## src/hmag_pkg.sv

```systemverilog
// constants for the host memory address generator
package hmag_pkg;
   localparam int ADDR_W = 32;
   localparam int KIND_W = 4;
   localparam int CMD_W = 3;
   localparam int DEPTH = 2;
   // address request kinds
   localparam logic [3:0] KIND_CBL_START = 4'h0;
   localparam logic [3:0] KIND_RFA_START = 4'h1;
   localparam logic [3:0] KIND_NEXT_CB = 4'h2;
   localparam logic [3:0] KIND_TBD_ARRAY = 4'h3;
   localparam logic [3:0] KIND_NEXT_RFD = 4'h4;
   localparam logic [3:0] KIND_DUMP_BUF = 4'h5;
   localparam logic [3:0] KIND_TX_BUF = 4'h6;
   localparam logic [3:0] KIND_PORT_AREA = 4'h7;
   localparam logic [3:0] KIND_DUMP_CNT = 4'h8;
   // command unit control codes
   localparam logic [2:0] CU_NOP = 3'h0;
   localparam logic [2:0] CU_START = 3'h1;
   localparam logic [2:0] CU_RESUME = 3'h2;
   localparam logic [2:0] CU_LOAD_DUMP_ADDR = 3'h4;
   localparam logic [2:0] CU_LOAD_BASE = 3'h6;
   // receive unit control codes
   localparam logic [2:0] RU_NOP = 3'h0;
   localparam logic [2:0] RU_START = 3'h1;
   localparam logic [2:0] RU_LOAD_BASE = 3'h6;
   // reset values
   localparam logic [31:0] BASE_RESET = 32'h0000_0000;
   localparam logic [31:0] PTR_RESET = 32'h0000_0000;
   typedef enum logic [1:0] {
      ST_IDLE = 2'b00,
      ST_FETCH = 2'b01,
      ST_ACCEPT = 2'b10,
      ST_ISSUE = 2'b11
   } hmag_state_e;
endpackage : hmag_pkg

```

## src/hmag_addr_gen.sv

```systemverilog
// host memory address generator with control block command handling
`timescale 1ns/10ps

// Function
// [RL1] physical address is full 32-bit base plus full 32-bit offset
// [RL2] command unit base added to list start, links, descriptor arrays, dump buffers
// [RL3] receive unit base added to receive area start and descriptor links
// [RL4] transmit buffers, port area and dump counters pointer used as-is
// [RL5] linear mode: software loads both bases with zero
// [RL6] segmented mode: software keeps upper offset half at zero
// [RL7] software loads bases only while both units idle
// [RL8] software places self-test and dump areas on 16-byte boundaries
// [RL9] command blocks and descriptors start on even addresses
// [RL10] transmit data buffers may start at any byte address
// [RL11] receive data areas should be cache-line aligned under write-invalidate
// [RL12] every control block write makes the device read the whole block; the code ignores writes outside ST_IDLE
// [RL13] started command unit runs list, posts status, interrupts if configured
// [RL14] started receive unit becomes ready, posts status per frame, advances
// [RL15] software repeats initialization after software or selective reset
// [RL16] accepted command clears command low byte, then action follows
// [RL17] adder result is 32 bits, carry out discarded
module hmag_addr_gen (
   // clock and reset
   input wire logic CLK,
   input wire logic ARST_N,
   // control block write and fetched contents
   input wire logic SCB_WRITE,
   input wire logic SCB_FETCH_DONE,
   input wire logic [2:0] SCB_CU_CMD,
   input wire logic [2:0] SCB_RU_CMD,
   input wire logic [31:0] SCB_GEN_PTR,
   output logic SCB_FETCH,
   output logic SCB_CMD_CLEAR,
   // unit events
   input wire logic CU_LIST_DONE,
   input wire logic CU_IRQ_CFG,
   input wire logic RU_FRAME_DONE,
   output logic CU_STATUS_POST,
   output logic RU_STATUS_POST,
   output logic HOST_IRQ,
   output logic CU_ACTIVE,
   output logic RU_READY,
   output logic [31:0] DUMP_CNT_ADDR,
   // offset requests from the units
   input wire logic REQ_VALID,
   input wire logic [3:0] REQ_KIND,
   input wire logic [31:0] REQ_OFFSET,
   output logic REQ_READY,
   // physical address stream
   output logic ADDR_VALID,
   output logic [3:0] ADDR_KIND,
   output logic [31:0] ADDR_DATA,
   input wire logic ADDR_READY
);
   hmag_pkg::hmag_state_e state_reg, state_next;
   logic [31:0] cu_base_reg, cu_base_next;
   logic [31:0] ru_base_reg, ru_base_next;
   logic [31:0] gp_reg, gp_next;
   logic [2:0] cu_cmd_reg, cu_cmd_next;
   logic [2:0] ru_cmd_reg, ru_cmd_next;
   logic [31:0] dump_reg, dump_next;
   logic cu_act_reg, cu_act_next;
   logic ru_rdy_reg, ru_rdy_next;
   logic cu_post_reg, cu_post_next;
   logic ru_post_reg, ru_post_next;
   logic irq_reg, irq_next;
   logic cu_pend_reg, cu_pend_next;
   logic ru_pend_reg, ru_pend_next;

   // buffer state
   logic [35:0] mem_reg [0:1];
   logic [35:0] mem_next [0:1];
   logic wptr_reg, wptr_next;
   logic rptr_reg, rptr_next;
   logic [1:0] cnt_reg, cnt_next;

   logic buf_in_ready;
   logic push;
   logic pop;
   logic [3:0] push_kind;
   logic [31:0] push_off;
   logic [31:0] push_addr;
   logic scb_push;
   logic [3:0] scb_kind;
   logic [31:0] scb_off;

   // base selection and add
   function automatic logic [31:0] hmag_phys(input logic [3:0] kind,
                                             input logic [31:0] off,
                                             input logic [31:0] cu_b,
                                             input logic [31:0] ru_b);
      logic [32:0] sum;
      sum = 33'h0_0000_0000;
      unique case (kind)
         // [RL2] command unit based
         hmag_pkg::KIND_CBL_START, hmag_pkg::KIND_NEXT_CB,
         hmag_pkg::KIND_TBD_ARRAY, hmag_pkg::KIND_DUMP_BUF: begin
            // [RL1] full width add
            sum = {1'b0, cu_b} + {1'b0, off};
         end
         // [RL3] receive unit based
         hmag_pkg::KIND_RFA_START, hmag_pkg::KIND_NEXT_RFD: begin
            sum = {1'b0, ru_b} + {1'b0, off};
         end
         // [RL4] absolute, no base; [RL10] any byte alignment kept
         default: begin
            sum = {1'b0, off};
         end
      endcase
      // [RL17] carry discarded
      return sum[31:0];
   endfunction : hmag_phys

   assign buf_in_ready = (cnt_reg != 2'd2);
   assign scb_push = (state_reg == hmag_pkg::ST_ISSUE) && (cu_pend_reg || ru_pend_reg);
   assign scb_kind = cu_pend_reg ? hmag_pkg::KIND_CBL_START : hmag_pkg::KIND_RFA_START;
   assign scb_off = gp_reg;
   assign REQ_READY = buf_in_ready && !scb_push;
   assign push_kind = scb_push ? scb_kind : REQ_KIND;
   assign push_off = scb_push ? scb_off : REQ_OFFSET;
   assign push_addr = hmag_phys(push_kind, push_off, cu_base_reg, ru_base_reg);
   assign push = buf_in_ready && (scb_push || REQ_VALID);
   assign pop = (cnt_reg != 2'd0) && ADDR_READY;

   // control block sequencing
   always_comb begin
      state_next = state_reg;
      cu_base_next = cu_base_reg;
      ru_base_next = ru_base_reg;
      gp_next = gp_reg;
      cu_cmd_next = cu_cmd_reg;
      ru_cmd_next = ru_cmd_reg;
      dump_next = dump_reg;
      cu_act_next = cu_act_reg;
      ru_rdy_next = ru_rdy_reg;
      cu_pend_next = cu_pend_reg;
      ru_pend_next = ru_pend_reg;
      cu_post_next = 1'b0;
      ru_post_next = 1'b0;
      irq_next = 1'b0;
      SCB_FETCH = 1'b0;
      SCB_CMD_CLEAR = 1'b0;
      unique case (state_reg)
         hmag_pkg::ST_IDLE: begin
            if (SCB_WRITE) begin
               state_next = hmag_pkg::ST_FETCH;
            end
         end
         hmag_pkg::ST_FETCH: begin
            // [RL12] whole block read on every write seen in ST_IDLE
            SCB_FETCH = 1'b1;
            if (SCB_FETCH_DONE) begin
               cu_cmd_next = SCB_CU_CMD;
               ru_cmd_next = SCB_RU_CMD;
               gp_next = SCB_GEN_PTR;
               state_next = hmag_pkg::ST_ACCEPT;
            end
         end
         hmag_pkg::ST_ACCEPT: begin
            // [RL16] acceptance before action
            SCB_CMD_CLEAR = 1'b1;
            state_next = hmag_pkg::ST_ISSUE;
            unique case (cu_cmd_reg)
               hmag_pkg::CU_START: cu_pend_next = 1'b1;
               hmag_pkg::CU_RESUME: cu_act_next = 1'b1;
               hmag_pkg::CU_LOAD_DUMP_ADDR: dump_next = gp_reg;
               // [RL7] software issues this only when idle
               hmag_pkg::CU_LOAD_BASE: cu_base_next = gp_reg;
               default: cu_act_next = cu_act_reg;
            endcase
            unique case (ru_cmd_reg)
               hmag_pkg::RU_START: ru_pend_next = 1'b1;
               hmag_pkg::RU_LOAD_BASE: ru_base_next = gp_reg;
               default: ru_rdy_next = ru_rdy_reg;
            endcase
         end
         hmag_pkg::ST_ISSUE: begin
            if (!cu_pend_reg && !ru_pend_reg) begin
               state_next = hmag_pkg::ST_IDLE;
            end else if (buf_in_ready) begin
               // [RL13] list start address issued, unit active
               if (cu_pend_reg) begin
                  cu_pend_next = 1'b0;
                  cu_act_next = 1'b1;
               end else begin
                  // [RL14] receive area fetched, unit ready
                  ru_pend_next = 1'b0;
                  ru_rdy_next = 1'b1;
               end
            end
         end
         default: state_next = hmag_pkg::ST_IDLE;
      endcase
      // [RL13] completion posts status and optional interrupt
      if (CU_LIST_DONE && cu_act_reg) begin
         cu_act_next = cu_pend_next;
         cu_post_next = 1'b1;
         irq_next = CU_IRQ_CFG;
      end
      // [RL14] per frame status and interrupt
      if (RU_FRAME_DONE && ru_rdy_reg) begin
         ru_post_next = 1'b1;
         irq_next = 1'b1;
      end
   end

   always_ff @(posedge CLK or negedge ARST_N) begin
      if (!ARST_N) begin
         state_reg <= hmag_pkg::ST_IDLE;
         cu_base_reg <= hmag_pkg::BASE_RESET;
         ru_base_reg <= hmag_pkg::BASE_RESET;
         gp_reg <= hmag_pkg::PTR_RESET;
         cu_cmd_reg <= hmag_pkg::CU_NOP;
         ru_cmd_reg <= hmag_pkg::RU_NOP;
         dump_reg <= hmag_pkg::PTR_RESET;
         cu_act_reg <= 1'b0;
         ru_rdy_reg <= 1'b0;
         cu_pend_reg <= 1'b0;
         ru_pend_reg <= 1'b0;
         cu_post_reg <= 1'b0;
         ru_post_reg <= 1'b0;
         irq_reg <= 1'b0;
      end else begin
         state_reg <= state_next;
         cu_base_reg <= cu_base_next;
         ru_base_reg <= ru_base_next;
         gp_reg <= gp_next;
         cu_cmd_reg <= cu_cmd_next;
         ru_cmd_reg <= ru_cmd_next;
         dump_reg <= dump_next;
         cu_act_reg <= cu_act_next;
         ru_rdy_reg <= ru_rdy_next;
         cu_pend_reg <= cu_pend_next;
         ru_pend_reg <= ru_pend_next;
         cu_post_reg <= cu_post_next;
         ru_post_reg <= ru_post_next;
         irq_reg <= irq_next;
      end
   end

   // two-entry address buffer
   always_comb begin
      mem_next[0] = mem_reg[0];
      mem_next[1] = mem_reg[1];
      wptr_next = wptr_reg;
      rptr_next = rptr_reg;
      cnt_next = cnt_reg;
      if (push) begin
         mem_next[wptr_reg] = {push_kind, push_addr};
         wptr_next = !wptr_reg;
      end
      if (pop) begin
         rptr_next = !rptr_reg;
      end
      if (push && !pop) begin
         cnt_next = cnt_reg + 2'd1;
      end else if (pop && !push) begin
         cnt_next = cnt_reg - 2'd1;
      end
   end

   always_ff @(posedge CLK or negedge ARST_N) begin
      if (!ARST_N) begin
         mem_reg[0] <= 36'h0_0000_0000;
         mem_reg[1] <= 36'h0_0000_0000;
         wptr_reg <= 1'b0;
         rptr_reg <= 1'b0;
         cnt_reg <= 2'd0;
      end else begin
         mem_reg[0] <= mem_next[0];
         mem_reg[1] <= mem_next[1];
         wptr_reg <= wptr_next;
         rptr_reg <= rptr_next;
         cnt_reg <= cnt_next;
      end
   end

   assign ADDR_VALID = (cnt_reg != 2'd0);
   assign ADDR_KIND = mem_reg[rptr_reg][35:32];
   assign ADDR_DATA = mem_reg[rptr_reg][31:0];
   assign CU_STATUS_POST = cu_post_reg;
   assign RU_STATUS_POST = ru_post_reg;
   assign HOST_IRQ = irq_reg;
   assign CU_ACTIVE = cu_act_reg;
   assign RU_READY = ru_rdy_reg;
   assign DUMP_CNT_ADDR = dump_reg;
endmodule : hmag_addr_gen

```

## config.mk

```make
export PLATFORM = sky130hd
export DESIGN_NAME = hmag_addr_gen
export DESIGN_NICKNAME = d
export VERILOG_FILES = /design/src/hmag_pkg.sv /design/src/hmag_addr_gen.sv
export SDC_FILE = /design/constraint.sdc
export NUM_CORES = 1
export LEC_CHECK = 0
export ABC_AREA = 1
export ABC_CLOCK_PERIOD_IN_PS = 3200
export BUFFER_PORTS_ARGS = -buffer_cell sky130_fd_sc_hd__buf_2
export CAP_MARGIN = 5
export CORE_MARGIN = 1
export CORE_UTILIZATION = 35
export DETAILED_ROUTE_END_ITERATION = 8
export PLACE_DENSITY = 0.55
export SLEW_MARGIN = 0
export SYNTH_ARGS = -nofsm -noshare
export SYNTH_HDL_FRONTEND = slang
export SYNTH_SLANG_ARGS = --single-unit
export TNS_END_PERCENT = 5
```

## constraint.sdc

```tcl
create_clock -name CLK -period 3.2 [get_ports CLK]
set_clock_uncertainty 0.2 [all_clocks]
set_input_delay 0.32 -clock CLK [delete_from_list [all_inputs] [get_ports CLK]]
set_output_delay 0.32 -clock CLK [all_outputs]
set_load 0.01 [all_outputs]
```

==> out/qor.csv <==
metric,value,unit
max_cap_violations,0,
drv_slew,0,
hpwlAfterDp,26700,µm
cts_tree,built,
dp.cells,2245,
power_leakage,0.00837,µW
p_seq_share,25.0,%
crit_type,reg2reg,
ff2ff_setup_slack,-0.12,ns
clockBufferDepth,3,
detail_route.wl_per_cell,15.5,µm
critPathLaunch,state_reg[1],
final_cell_mix,"nand2_1 (530), dfrtp_1 (218), o21ai_0 (189)",
ys_ff_latch,219,
p_clk_share,15.3,%
synth_area_per_cell,7.44,µm²
p_switching,8470,µW
cts_root_buffer,clkbuf_16,
hold_start,SCB_WRITE,
fin_crit,3.32,ns
rows,66,
slowest_delay,0.41,ns
drt-pass1-iter-count,6,
grt_first_pass_wirelength,58100,µm
dieArea,34400,µm²
final_common_cell,nand2_1,
wirelength,36500,µm
ant_nets,0,
synthArstFlopShare,100,%
port_buffers,159,
ir_worst_vdd,452,µV
crit_top_cell,buf_4,
setup_tns,-1.36,ns
drc,0,
htreeDepth,1,
crit_required,3.42,ns
power_density,1190,nW/µm²
syn_inst,1586,
yosysSeqAreaShare,46.5,%
min_path_type,in2reg,
syn_to_final_growth,36.6,%
pwr-share-comb,59.7,%
m1WireLength,18300,µm
worstSetupEndpointType,register,
met3WireLength,1610,µm
die_y,186,µm
grt_use_total,21.6,%
dr_total_vias,11136,
ys.flop_type,dfrtp_1,
min_period_over_period,104,%
synth_top_area_share,46.5,%
internal_power,10600,µW
core,32900,µm²
cts_sinks,219,
via_per_inst,4.73,
hold_depth,4,
highest_layer,met4,
rr_endpoint,mem_reg[67],
ios,160,
grt_max_degree,91,
die_w,186,µm
nNetsFinal,2014,
critPathSlowestCell,dfrtp_1,
largest_register_ffs,72,
r2r_cells,23,
violations,setup timing,
grt_overflow_total,0,
place_congestion,0.911,
antenna_found_initial,0,
synth_cell_type_count,41,
synthesis.area,11800,µm²
yosys_warnings,0,
synthTopCellsByArea,"dfrtp_1 (46%), nand2_1 (19%), o21ai_0 (8.9%)",
hold_viol,0,
layout.cells.non_filler,2354,
diodes,0,
synth_edf_count,0,
syn_nets,1707,
cts_buffers,25,
synth_top_area_cell,dfrtp_1,
drt_iter0_markers,789,
relSlewSlack,48.1,%
report.final.setup_viol,29,
setup_ws,-0.118,ns
worstHoldEndpoint,state_reg[0],
worstPathCellList,"ha_4, o21ai_4, nand2_2, buf_6, buf_4, buf_4, buf_4, buf_4, buf_4, buf_4, buf_4, buf_4, buf_4, buf_4, buf_4, nand2_2, nand2_2, nand3b_1, nand2_1, nand2_2, nand4_1, nand3_1, nand2_1",
rsz0062_at_grt,yes,
max_freq,0.301,GHz
grt_pass1_vias,10786,
rr_startpoint,state_reg[1],
startpoint_type,register,
p_sw_share,44.3,%
clock_latency,0.53,ns
path_clk_slew,0.07,ns
status,"complete, but fails checks",
holdWs,0.0170,ns
max_slew.worst_pin.slew,0.777,ns
post_route_cells_drive_above_1_share,27.2,%
initial_core_util,35.9,%
wl_met2,15900,µm
arrival,3.54,ns
crit_fanout,4,
## worst max-delay path by stage
| stage | to | slack [ns] |
|---|---|---|
| 3_5_place_dp | mem_reg[50] | -0.31 |
| 5_1_grt | mem_reg[31] | -0.34 |
| 3_3_place_gp | mem_reg[51] | -0.23 |
| 2_1_floorplan | mem_reg[60] | 0.02 |
| 6_report | mem_reg[67] | -0.12 |
| 4_1_cts | mem_reg[50] | -0.17 |
## worst max-delay path: cells and delay by family (launching register included)
| family | cells | cell delay, ns |
|---|---|---|
| flops | 1 | 0.41 |
| fa+ha+maj | 1 | 0.20 |
| compound gates | 1 | 0.09 |
| buf+inv | 12 | 1.48 |
| simple gates | 9 | 0.84 |
## layout make-up
type                       count  area [µm²]
inverter                     151         574
fill                        3355       16800
timing repair buffer         344        2410
clock buffer                  38         744
tap                          442         553
multi-input combinational   1152        6240
clock inverter                 8         104
sequential                   219        5480
## metal layers
layer / vias to the layer above / global-route usage (%)
li1: 5683 / -
met1: 5127 / 32.4
met2: 281 / 33.0
met3: 45 / 2.45
met4: 0 / 5.67
met5: - / 0
## power by group through the flow
stage | registers [µW] | clock network, µW | logic (µW)
CTS | 4780 | 2990 | 10800
floorplan | 4770 | 0 | 5920
finish | 4790 | 2920 | 11400
global placement | 4800 | 0 | 9780
detailed placement | 4810 | 0 | 9860
global route | 4940 | 3110 | 12700
## stage by stage
stage	setup WS, ns	util (%)	cell area [µm²]	total power [µW]
after detailed placement	-0.306	42.3	13900	14700
after global routing	-0.336	49.0	16100	20800
after floorplan	0.0244	-	11800	10700
after global placement	-0.231	42.3	13900	14600
after CTS	-0.170	48.0	15800	18500
final	-0.118	49.0	16100	19100
## cells in the mapped netlist (2+ instances only)
cell type  instances
or2_2             16
nand4_1            6
a21o_1             4
xnor2_1            9
mux2_2             4
nor2_4             3
nor3_1             4
o21ai_1            8
o22ai_1            2
nand3_1           77
clkbuf_1          46
a21oi_1           69
nor2_8             2
o21ai_2            2
inv_2              5
ha_1              37
dfrtp_1          219
nor2_1            86
inv_1            146
o21bai_1           8
o21ai_0          209
o211ai_1           2
xor2_1             6
or2_1              2
nand3b_1           2
buf_2             15
and2_1             2
nand2_1          582
## timing repair
action                                 CTS  global route
cloned                                   1             0
gates resized for setup                 97            79
pin swaps                               22            22
endpoints found under the hold margin  220             0
setup buffers                           15             2
setup endpoints to repair               50            56
hold buffers                            46             0
## cell families after synthesis
group | Yosys count | share of synthesized area [%]
DFF | 219 | 46.5
xor gates and xnor gates | 15 | 1.11
and+or+nand+nor | 786 | 27.1
muxes | 5 | 0.467
adders and majority gates | 38 | 4.09
AOI/OAI and AO/OA | 308 | 13.6
buffers and inverters | 215 | 7.10
(Power assumes the default switching activity.)
